File: src/common/port_edge_pkg.sv
// constants, register map and carrier types for the port edge/direction block
// Notes on behaviour
// - with its polarity bit at 1, a rising edge on an edge pin sets that pin's flag.
// - with its polarity bit at 1, the pin's pull device is a pull-down, on only if enabled and the pin is an input.
// - with its polarity bit at 0, a falling edge on an edge pin sets that pin's flag.
// - with its polarity bit at 0, the pin's pull device is a pull-up, on only if enabled and the pin is an input.
// - a pin's enable bit at 1 lets its flag request an interrupt; at 0 the flag is masked.
// - while the assigned serial interface is enabled, pin 1 of the pair drives as an output.
// - while the assigned serial interface is enabled, pin 0 of the pair is an input.
// - an enabled routed second SPI, with the serial interface off, sets each pin's direction from its own setting; stored bits stay.
// - once the overriding peripheral is off, the stored direction bits rule again.
// - with no override, a direction bit of 1 makes an output and 0 an input.
// - after a direction change the readback of the pins may lag by up to 2 bus clocks.
// - polarity and enable registers may be read and written at any time.
package port_edge_pkg;
    localparam int EDGE_PINS = 8;
    localparam int PAIR_PINS = 2;
    localparam int ADDR_W = 5;
    localparam logic [ADDR_W-1:0] OFS_POLARITY = 5'h00;
    localparam logic [ADDR_W-1:0] OFS_INT_ENABLE = 5'h04;
    localparam logic [ADDR_W-1:0] OFS_INT_FLAGS = 5'h08;
    localparam logic [ADDR_W-1:0] OFS_PULL_ENABLE = 5'h0C;
    localparam logic [ADDR_W-1:0] OFS_DIRECTION = 5'h10;
    localparam logic [ADDR_W-1:0] OFS_PAIR_STATUS = 5'h14;
    localparam logic [7:0] RST_BYTE = 8'h00;
    localparam logic [31:0] RD_ZERO = 32'h0000_0000;
    // pair status field positions
    localparam int ST_OE_LSB = 0;
    localparam int ST_IN_LSB = 2;
    localparam int ST_SERIAL = 4;
    localparam int ST_SPI = 5;
    localparam int SYNC_STAGES = 2;

    typedef struct packed {
        logic enable;
        logic [PAIR_PINS-1:0] drive_out;
    } spi_override_s;

    typedef struct packed {
        logic read;
        logic write;
        logic [ADDR_W-1:0] address;
        logic [31:0] writedata;
        logic [3:0] byteenable;
    } avs_req_s;
endpackage

File: src/rtl/edge_event_detect.sv
// per-pin synchroniser and polarity-selected edge detector
`timescale 1ns/1ps
`default_nettype none
module edge_event_detect (
    input wire logic i_clk_sys, // bus clock
    input wire logic i_reset, // sync reset, high
    input wire logic [port_edge_pkg::EDGE_PINS-1:0] i_pins, // edge pins
    input wire logic [port_edge_pkg::EDGE_PINS-1:0] i_polarity, // 1 rising, 0 falling
    output logic [port_edge_pkg::EDGE_PINS-1:0] o_event // one-cycle edge pulses
);
    logic [port_edge_pkg::EDGE_PINS-1:0] meta_q;
    logic [port_edge_pkg::EDGE_PINS-1:0] sync_q;
    logic [port_edge_pkg::EDGE_PINS-1:0] prev_q;

    always_ff @(posedge i_clk_sys) begin
        if (i_reset) begin
            meta_q <= port_edge_pkg::RST_BYTE;
            sync_q <= port_edge_pkg::RST_BYTE;
            prev_q <= port_edge_pkg::RST_BYTE;
        end else begin
            meta_q <= i_pins;
            sync_q <= meta_q;
            prev_q <= sync_q;
        end
    end

    genvar g;
    generate
        for (g = 0; g < port_edge_pkg::EDGE_PINS; g++) begin : g_pin
            // polarity picks the edge; changing it while the pin is steady never looks like an edge
            assign o_event[g] = i_polarity[g] ? (sync_q[g] & ~prev_q[g])
                                              : (~sync_q[g] & prev_q[g]);
        end
    endgenerate
endmodule
`default_nettype wire

File: src/rtl/pair_direction_mux.sv
// direction select for the two low pins of the second port
`timescale 1ns/1ps
`default_nettype none
module pair_direction_mux (
    input wire logic [port_edge_pkg::PAIR_PINS-1:0] i_dir_bits, // stored direction
    input wire logic i_serial_en, // assigned serial interface on
    input wire port_edge_pkg::spi_override_s i_spi, // routed spi override
    output logic [port_edge_pkg::PAIR_PINS-1:0] o_drive_out // 1 output, 0 input
);
    // serial takes precedence if both are on; software should not enable both
    always_comb begin
        if (i_serial_en) begin
            o_drive_out = 2'b10;
        end else if (i_spi.enable) begin
            o_drive_out = i_spi.drive_out;
        end else begin
            o_drive_out = i_dir_bits;
        end
    end
endmodule
`default_nettype wire

File: src/rtl/port_pin_edge_irq_and_direction.sv
// edge interrupt port and second-port pair direction control, Avalon-MM slave
//
// Implementation choices: the register addresses and the Avalon-MM register port.
`timescale 1ns/1ps
`default_nettype none
module port_pin_edge_irq_and_direction (
    input wire logic i_clk_sys, // 40 MHz bus clock
    input wire logic i_reset, // sync reset, high
    input wire logic [port_edge_pkg::ADDR_W-1:0] i_avs_address, // byte address
    input wire logic i_avs_read, // read request
    input wire logic i_avs_write, // write request
    input wire logic [31:0] i_avs_writedata, // write data
    input wire logic [3:0] i_avs_byteenable, // byte lanes
    output logic [31:0] o_avs_readdata, // read data
    output logic o_avs_waitrequest, // high until accepted
    input wire logic [port_edge_pkg::EDGE_PINS-1:0] i_edge_pins, // edge port pin levels
    input wire logic [port_edge_pkg::EDGE_PINS-1:0] i_edge_port_dir, // 1 pin is output
    output logic [port_edge_pkg::EDGE_PINS-1:0] o_pull_on, // pull device connected
    output logic [port_edge_pkg::EDGE_PINS-1:0] o_pull_down, // 1 down, 0 up
    output logic o_irq, // port interrupt, level
    input wire logic i_serial_en, // assigned serial interface on
    input wire port_edge_pkg::spi_override_s i_spi, // routed spi override
    input wire logic [port_edge_pkg::PAIR_PINS-1:0] i_pair_pins, // pair pin levels
    output logic [port_edge_pkg::PAIR_PINS-1:0] o_pair_oe // pair output enables
);
    port_edge_pkg::avs_req_s req;
    logic [7:0] polarity_q;
    logic [7:0] int_enable_q;
    logic [7:0] flags_q;
    logic [7:0] flags_d;
    logic [7:0] pull_enable_q;
    logic [7:0] direction_q;
    logic [7:0] events;
    logic [1:0] drive_out;
    logic [1:0] pair_meta_q;
    logic [1:0] pair_sync_q;
    logic accept;
    logic wr_fire;
    logic [7:0] wbyte;
    logic wlane;
    logic [31:0] rd_d;

    // one strobe per register; an unmapped address matches none of them
    function automatic logic wr_hit(input logic fire,
                                    input logic [port_edge_pkg::ADDR_W-1:0] addr,
                                    input logic [port_edge_pkg::ADDR_W-1:0] ofs);
        return fire && (addr == ofs);
    endfunction

    assign req = '{read: i_avs_read, write: i_avs_write, address: i_avs_address,
                   writedata: i_avs_writedata, byteenable: i_avs_byteenable};
    // only lane 0 holds data; a write without lane 0 changes nothing
    assign wbyte = req.writedata[7:0];
    assign wlane = req.byteenable[0];
    assign accept = (req.read | req.write) & ~o_avs_waitrequest;
    assign wr_fire = req.write & ~o_avs_waitrequest & wlane;

    ////////////////////////////////////////////////////////////////////////
    // bus handshake: one wait cycle, then accept at the next edge
    always_ff @(posedge i_clk_sys) begin
        if (i_reset) begin
            o_avs_waitrequest <= 1'b1;
        end else if ((req.read | req.write) & o_avs_waitrequest) begin
            o_avs_waitrequest <= 1'b0;
        end else begin
            o_avs_waitrequest <= 1'b1;
        end
    end

    always_comb begin
        rd_d = port_edge_pkg::RD_ZERO;
        unique case (req.address)
            port_edge_pkg::OFS_POLARITY: rd_d[7:0] = polarity_q;
            port_edge_pkg::OFS_INT_ENABLE: rd_d[7:0] = int_enable_q;
            port_edge_pkg::OFS_INT_FLAGS: rd_d[7:0] = flags_q;
            port_edge_pkg::OFS_PULL_ENABLE: rd_d[7:0] = pull_enable_q;
            port_edge_pkg::OFS_DIRECTION: rd_d[7:0] = direction_q;
            port_edge_pkg::OFS_PAIR_STATUS: begin
                rd_d[port_edge_pkg::ST_OE_LSB +: 2] = o_pair_oe;
                rd_d[port_edge_pkg::ST_IN_LSB +: 2] = pair_sync_q;
                rd_d[port_edge_pkg::ST_SERIAL] = i_serial_en;
                rd_d[port_edge_pkg::ST_SPI] = i_spi.enable;
            end
            default: rd_d = port_edge_pkg::RD_ZERO;
        endcase
    end

    // data is loaded in the wait cycle and held through the accept edge
    always_ff @(posedge i_clk_sys) begin
        if (i_reset) begin
            o_avs_readdata <= port_edge_pkg::RD_ZERO;
        end else if (req.read & o_avs_waitrequest) begin
            o_avs_readdata <= rd_d;
        end
    end

    ////////////////////////////////////////////////////////////////////////
    // software registers, writable at any time
    always_ff @(posedge i_clk_sys) begin
        if (i_reset) begin
            polarity_q <= port_edge_pkg::RST_BYTE;
        end else if (wr_hit(wr_fire, req.address, port_edge_pkg::OFS_POLARITY)) begin
            polarity_q <= wbyte;
        end
    end

    always_ff @(posedge i_clk_sys) begin
        if (i_reset) begin
            int_enable_q <= port_edge_pkg::RST_BYTE;
        end else if (wr_hit(wr_fire, req.address, port_edge_pkg::OFS_INT_ENABLE)) begin
            int_enable_q <= wbyte;
        end
    end

    always_ff @(posedge i_clk_sys) begin
        if (i_reset) begin
            pull_enable_q <= port_edge_pkg::RST_BYTE;
        end else if (wr_hit(wr_fire, req.address, port_edge_pkg::OFS_PULL_ENABLE)) begin
            pull_enable_q <= wbyte;
        end
    end

    // overrides never touch the stored bits, so they come back intact
    always_ff @(posedge i_clk_sys) begin
        if (i_reset) begin
            direction_q <= port_edge_pkg::RST_BYTE;
        end else if (wr_hit(wr_fire, req.address, port_edge_pkg::OFS_DIRECTION)) begin
            direction_q <= wbyte;
        end
    end

    ////////////////////////////////////////////////////////////////////////
    // edge flags: write one to clear, a new edge in the same cycle wins
    edge_event_detect u_edge (
        .i_clk_sys(i_clk_sys),
        .i_reset(i_reset),
        .i_pins(i_edge_pins),
        .i_polarity(polarity_q),
        .o_event(events)
    );

    always_comb begin
        flags_d = flags_q;
        if (wr_hit(wr_fire, req.address, port_edge_pkg::OFS_INT_FLAGS)) begin
            flags_d = flags_d & ~wbyte;
        end
        flags_d = flags_d | events;
    end

    always_ff @(posedge i_clk_sys) begin
        if (i_reset) begin
            flags_q <= port_edge_pkg::RST_BYTE;
        end else begin
            flags_q <= flags_d;
        end
    end

    always_ff @(posedge i_clk_sys) begin
        if (i_reset) begin
            o_irq <= 1'b0;
        end else begin
            o_irq <= |(flags_q & int_enable_q);
        end
    end

    ////////////////////////////////////////////////////////////////////////
    // pull devices: polarity picks direction, enable and input use gate it
    always_ff @(posedge i_clk_sys) begin
        if (i_reset) begin
            o_pull_on <= port_edge_pkg::RST_BYTE;
            o_pull_down <= port_edge_pkg::RST_BYTE;
        end else begin
            o_pull_on <= pull_enable_q & ~i_edge_port_dir;
            o_pull_down <= polarity_q;
        end
    end

    ////////////////////////////////////////////////////////////////////////
    // pair direction and readback synchroniser
    pair_direction_mux u_dir (
        .i_dir_bits(direction_q[1:0]),
        .i_serial_en(i_serial_en),
        .i_spi(i_spi),
        .o_drive_out(drive_out)
    );

    always_ff @(posedge i_clk_sys) begin
        if (i_reset) begin
            o_pair_oe <= 2'b00;
        end else begin
            o_pair_oe <= drive_out;
        end
    end

    // readback trails pin changes by the sync stages; software must wait
    always_ff @(posedge i_clk_sys) begin
        if (i_reset) begin
            pair_meta_q <= 2'b00;
            pair_sync_q <= 2'b00;
        end else begin
            pair_meta_q <= i_pair_pins;
            pair_sync_q <= pair_meta_q;
        end
    end

    ////////////////////////////////////////////////////////////////////////
    // every pin, end to end: pin edge, two sync stages, then the flag one edge later
    genvar p;
    generate
        for (p = 0; p < port_edge_pkg::EDGE_PINS; p++) begin : g_flag_chk

        end
    endgenerate
endmodule
`default_nettype wire

File: config.mk
export PLATFORM = sky130hd
export DESIGN_NAME = port_pin_edge_irq_and_direction
export DESIGN_NICKNAME = d
export VERILOG_FILES = /design/src/common/port_edge_pkg.sv /design/src/rtl/edge_event_detect.sv /design/src/rtl/pair_direction_mux.sv /design/src/rtl/port_pin_edge_irq_and_direction.sv
export SDC_FILE = /design/constraint.sdc
export NUM_CORES = 1
export LEC_CHECK = 0
export BUFFER_PORTS_ARGS = -buffer_cell sky130_fd_sc_hd__buf_2
export CORE_UTILIZATION = 54
export DETAILED_ROUTE_END_ITERATION = 7
export PLACE_DENSITY = 0.89
export SETUP_SLACK_MARGIN = 0.3
export SYNTH_ARGS = -nofsm -noshare
export SYNTH_HDL_FRONTEND = slang
export SYNTH_SLANG_ARGS = --single-unit
File: constraint.sdc
create_clock -name i_clk_sys -period 5.7 [get_ports i_clk_sys]
set_clock_uncertainty 0.2 [all_clocks]
set_input_delay 0.855 -clock i_clk_sys [delete_from_list [all_inputs] [get_ports i_clk_sys]]
set_output_delay 0.855 -clock i_clk_sys [all_outputs]
set_load 0.05 [all_outputs]
==> report_table.html <==
<table>
<tr><th>Metric</th><th>Value</th></tr>
<tr><th colspan="2">Floorplan</th></tr>
<tr><td>Y dimension of the die</td><td>85.7 um</td></tr>
<tr><td>Die Footprint</td><td>7340 um2</td></tr>
<tr><td>Number of core rows</td><td>30</td></tr>
<tr><td>Count of boundary I/O pins</td><td>119</td></tr>
<tr><td>Area of the core</td><td>6790 um2</td></tr>
<tr><td>Chip Width</td><td>85.7 um</td></tr>
<tr><td>Starting density of the core</td><td>0.557</td></tr>
<tr><th colspan="2">Power</th></tr>
<tr><td>Power density cells</td><td>297 nW/um2</td></tr>
<tr><td>Relative contribution of combinational cells to total power</td><td>0.088</td></tr>
<tr><td>Post-layout power</td><td>1.27 mW</td></tr>
<tr><td>Portion of total power attributed to the clock network</td><td>0.368</td></tr>
<tr><td>Cell Int Power</td><td>0.952 mW</td></tr>
<tr><td>Net switching fraction of the power</td><td>0.251</td></tr>
<tr><td>Worst voltage drop across the vdd grid</td><td>155 uV</td></tr>
<tr><td>Proportion of power drawn by flip-flops and latches</td><td>0.543</td></tr>
<tr><td>Switch Pwr</td><td>0.319 mW</td></tr>
<tr><td>Standby leakage power</td><td>1.94 nW</td></tr>
<tr><th colspan="2">Setup path</th></tr>
<tr><td>Crit path capture type</td><td>flop</td></tr>
<tr><td>Worst-case register-to-register setup slack</td><td>3470 ps</td></tr>
<tr><td>Worst r2r src</td><td>o_avs_waitrequest$_SDFF_PP1_</td></tr>
<tr><td>Launch point of the critical path</td><td>i_avs_address[3]</td></tr>
<tr><td>Worst Setup EP</td><td>pull_enable_q[2]$_SDFFE_PP0P_</td></tr>
<tr><td>CP Data Arrival Time</td><td>2900 ps</td></tr>
<tr><td>Worst Reg-to-Reg Cells</td><td>4</td></tr>
<tr><td>Kind of start point of the critical path</td><td>primary input</td></tr>
<tr><td>Path type of the worst setup path</td><td>in2reg</td></tr>
<tr><td>WP data required</td><td>5730 ps</td></tr>
<tr><td>Terminus of the critical flop-to-flop path</td><td>pull_enable_q[2]$_SDFFE_PP0P_</td></tr>
<tr><td>Worst-path fanout max</td><td>10</td></tr>
<tr><th colspan="2">Clock network</th></tr>
<tr><td>Number of sinks on the clock net</td><td>96</td></tr>
<tr><td>Clock transition at the register clock pins on the worst setup and hold paths after CTS</td><td>90 ps</td></tr>
<tr><td>Number of levels in the clock H-tree</td><td>3</td></tr>
<tr><td>Buffer levels on the longest clock path</td><td>2</td></tr>
<tr><td>Number of CTS-inserted buffers</td><td>9</td></tr>
<tr><td>Clock tree root buffer cell</td><td>sky130_fd_sc_hd__clkbuf_8</td></tr>
<tr><td>TritonCTS clock tree</td><td>done</td></tr>
<tr><td>Cts-stage hold buffer count</td><td>0</td></tr>
<tr><td>Clock latency reported for the late side of the worst-skew pair</td><td>360 ps</td></tr>
<tr><td>Post-cts repair resize count</td><td>0</td></tr>
<tr><td>Buffer count from post-CTS setup fixing</td><td>0</td></tr>
<tr><th colspan="2">Yosys</th></tr>
<tr><td>Largest area contributor in the netlist</td><td>sky130_fd_sc_hd__dfxtp_1</td></tr>
<tr><td>Portion of synthesized cell area occupied by the leading cell type</td><td>0.508</td></tr>
<tr><td>Synth warn</td><td>0</td></tr>
<tr><td>Most used standard cell by instance count after synthesis</td><td>sky130_fd_sc_hd__dfxtp_1</td></tr>
<tr><td>Post-synth top flop</td><td>sky130_fd_sc_hd__dfxtp_1</td></tr>
<tr><td>Number of synthesized flops with an enable pin</td><td>0</td></tr>
<tr><td>Synthesized instance count</td><td>368</td></tr>
<tr><td>Area contributors post-synth</td><td>sky130_fd_sc_hd__dfxtp_1 51%, sky130_fd_sc_hd__mux2i_1 11%, sky130_fd_sc_hd__nor2b_1 6.3%</td></tr>
<tr><td>Netlist area before placement</td><td>3780 um2</td></tr>
<tr><td>Count of state elements after synthesis</td><td>96</td></tr>
<tr><td>Synth cell types</td><td>35</td></tr>
<tr><td>Share of synthesized area occupied by flip-flops and latches</td><td>0.508</td></tr>
<tr><td>Synth async-reset ratio</td><td>0</td></tr>
<tr><td>Most numerous cell types in the synthesized netlist</td><td>96 x sky130_fd_sc_hd__dfxtp_1, 42 x sky130_fd_sc_hd__mux2i_1, 38 x sky130_fd_sc_hd__nor2_1, 38 x sky130_fd_sc_hd__nor2b_1, 25 x sky130_fd_sc_hd__buf_4</td></tr>
<tr><td>Syn avg cell area</td><td>10.3 um2</td></tr>
<tr><th colspan="2">Timing</th></tr>
<tr><td>Slew at the pin with the worst max-slew slack</td><td>972 ps</td></tr>
<tr><td>Total count of hold-check failures in the final report</td><td>0</td></tr>
<tr><td>Final number of max-transition violations</td><td>0</td></tr>
<tr><td>Maximum frequency from static timing analysis</td><td>349 MHz</td></tr>
<tr><td>PnR worst setup slack</td><td>2840 ps</td></tr>
<tr><td>Setup repair after global routing missed its margin</td><td>false</td></tr>
<tr><td>Total negative setup slack</td><td>0 ps</td></tr>
<tr><td>Final worst path period share</td><td>0.502</td></tr>
<tr><td>Final worst path period need</td><td>2860 ps</td></tr>
<tr><td>Count of final setup violators</td><td>0</td></tr>
<tr><td>Normalized max-slew margin</td><td>0.349</td></tr>
<tr><th colspan="2">Global routing</th></tr>
<tr><td>Number of antenna violations at the first check in global routing</td><td>0</td></tr>
<tr><td>Wire length of the first global-routing pass</td><td>11.6 mm</td></tr>
<tr><td>GRT Resource Usage Total</td><td>0.206</td></tr>
<tr><td>Global route total overflow</td><td>0</td></tr>
<tr><td>Pin count of the biggest net entering global routing</td><td>56</td></tr>
<tr><td>Via count of the first global-routing pass</td><td>2421</td></tr>
<tr><th colspan="2">Flow run</th></tr>
<tr><td>Maxcap violations</td><td>0</td></tr>
<tr><th colspan="2">Final layout</th></tr>
<tr><td>Finished Core Util</td><td>0.630</td></tr>
<tr><td>Layout overhead on the synthesized area</td><td>13.1%</td></tr>
<tr><td>Total number of nets in the final design</td><td>495</td></tr>
<tr><td>Ant. Diodes</td><td>0</td></tr>
<tr><td>Fraction of layout instances using a drive strength above 1</td><td>0.236</td></tr>
<tr><td>Total of fill cells in the finished design</td><td>558</td></tr>
<tr><td>Footprint of the multi-input gates</td><td>1640 um2</td></tr>
<tr><td>Sequential cell area</td><td>1920 um2</td></tr>
<tr><th colspan="2">Place</th></tr>
<tr><td>Setup Slack @ Placement</td><td>2480 ps</td></tr>
<tr><td>Detailed Place HPWL</td><td>4.92 mm</td></tr>
<tr><td>Count of port buffers added during placement</td><td>67</td></tr>
<tr><td>Gpl congestion</td><td>0.804</td></tr>
<tr><th colspan="2">Route</th></tr>
<tr><td>Detailed Route Iter0 Violations</td><td>213</td></tr>
<tr><td>Wire per inst</td><td>13.7 um</td></tr>
<tr><td>Drt pass-1 iters</td><td>5</td></tr>
<tr><td>Final WL</td><td>7.27 mm</td></tr>
<tr><td>DRC errors left</td><td>0</td></tr>
<tr><td>Vias per Instance</td><td>5.10</td></tr>
<tr><td>Count of antenna-violating nets left after detailed routing</td><td>0</td></tr>
<tr><td>Number of vias in the routed layout</td><td>2696</td></tr>
<tr><th colspan="2">Status</th></tr>
<tr><td>Result of the run</td><td>complete, no violations</td></tr>
<tr><th colspan="2">Worst hold path</th></tr>
<tr><td>Class of the tightest hold or removal check</td><td>reg2reg</td></tr>
</table>
==> per-layer routing <==
metal | global-route usage | share of wire | vias up | routed length (um)
met2 | 0.307 | 0.44 | 107 | 3210
li1 | - | - | 1337 | -
met4 | 0.0955 | 0.018 | 0 | 134
met1 | 0.282 | 0.47 | 1240 | 3440
met5 | 0 | 0 | - | 0
met3 | 0.0500 | 0.066 | 12 | 481
==> cell type report <==
class,count,area share
clock buffers,12,0.0386
clock inverters,4,0.0120
inverters,10,0.00877
multi-input cells,243,0.383
flip-flops and latches,96,0.449
well taps,96,0.0281
repair buffers,68,0.0801
==> cells by family (layout without fill, tap and decap cells) <==
kind of cell    count (synthesis)  count (layout)  share of synthesized area
compound gates                 51              51                     0.0853
buf+inv                        52              94                     0.0810
flops                          96              96                      0.508
mux                            47              47                      0.135
other cells                     1              24                   0.000991
simple gates                  121             121                      0.190
==> per-stage QoR <==
stage	instances	hold WS (ps)	instance area, um2
global placement	513	220	4060
CTS	529	240	4280
finish	529	240	4280
floorplan	391	214	3870
detailed placement	513	220	4060
global route	529	255	4280
==> worst min-delay path by stage <==
stage,slack [ps],depth (start not counted),startpoint,endpoint
after detailed placement,220,1,u_edge.meta_q[5]$_SDFF_PP0_,u_edge.sync_q[5]$_SDFF_PP0_
after global placement,220,1,u_edge.meta_q[0]$_SDFF_PP0_,u_edge.sync_q[0]$_SDFF_PP0_
after floorplan,210,1,pair_meta_q[0]$_SDFF_PP0_,pair_sync_q[0]$_SDFF_PP0_
after global routing,260,1,pair_meta_q[1]$_SDFF_PP0_,pair_sync_q[1]$_SDFF_PP0_
final,240,1,pair_meta_q[1]$_SDFF_PP0_,pair_sync_q[1]$_SDFF_PP0_
after CTS,240,1,u_edge.meta_q[3]$_SDFF_PP0_,u_edge.sync_q[3]$_SDFF_PP0_
==> worst max-delay path: stages <==
cell	delay, ps
sky130_fd_sc_hd__buf_2	220
sky130_fd_sc_hd__or4b_1	610
sky130_fd_sc_hd__nor3b_2	830
sky130_fd_sc_hd__mux2i_1	300
sky130_fd_sc_hd__nor2_1	70
==> power groups by stage <==
stage / sequential (mW) / clock, mW / combinational [mW]
after global placement: 0.706 / 0 / 0.110
after CTS: 0.691 / 0.471 / 0.112
after floorplan: 0.718 / 0 / 0.0865
after detailed placement: 0.706 / 0 / 0.112
after global routing: 0.692 / 0.499 / 0.120
final: 0.691 / 0.468 / 0.112
==> cells in the final DEF, fill, tap and decap left out, types with 2 or more instances in the layout <==
master / n
sky130_fd_sc_hd__nand2_1: 3
sky130_fd_sc_hd__and3_1: 3
sky130_fd_sc_hd__inv_1: 10
sky130_fd_sc_hd__and2_1: 5
sky130_fd_sc_hd__o21ai_0: 17
sky130_fd_sc_hd__mux2_2: 2
sky130_fd_sc_hd__conb_1: 24
sky130_fd_sc_hd__nor3b_1: 8
sky130_fd_sc_hd__a211oi_1: 2
sky130_fd_sc_hd__a21oi_1: 6
sky130_fd_sc_hd__clkbuf_8: 12
sky130_fd_sc_hd__mux4_2: 3
sky130_fd_sc_hd__a31oi_1: 8
sky130_fd_sc_hd__a22oi_1: 5
sky130_fd_sc_hd__or3b_2: 8
sky130_fd_sc_hd__nand3_2: 2
sky130_fd_sc_hd__nor2_1: 38
sky130_fd_sc_hd__buf_2: 67
sky130_fd_sc_hd__nand3b_1: 9
sky130_fd_sc_hd__mux2i_1: 42
sky130_fd_sc_hd__a221oi_1: 6
sky130_fd_sc_hd__nor3_1: 2
sky130_fd_sc_hd__dfxtp_1: 96
sky130_fd_sc_hd__nor2b_1: 38
sky130_fd_sc_hd__o22ai_1: 4
Note: power is estimated with default switching activity, not from simulation.
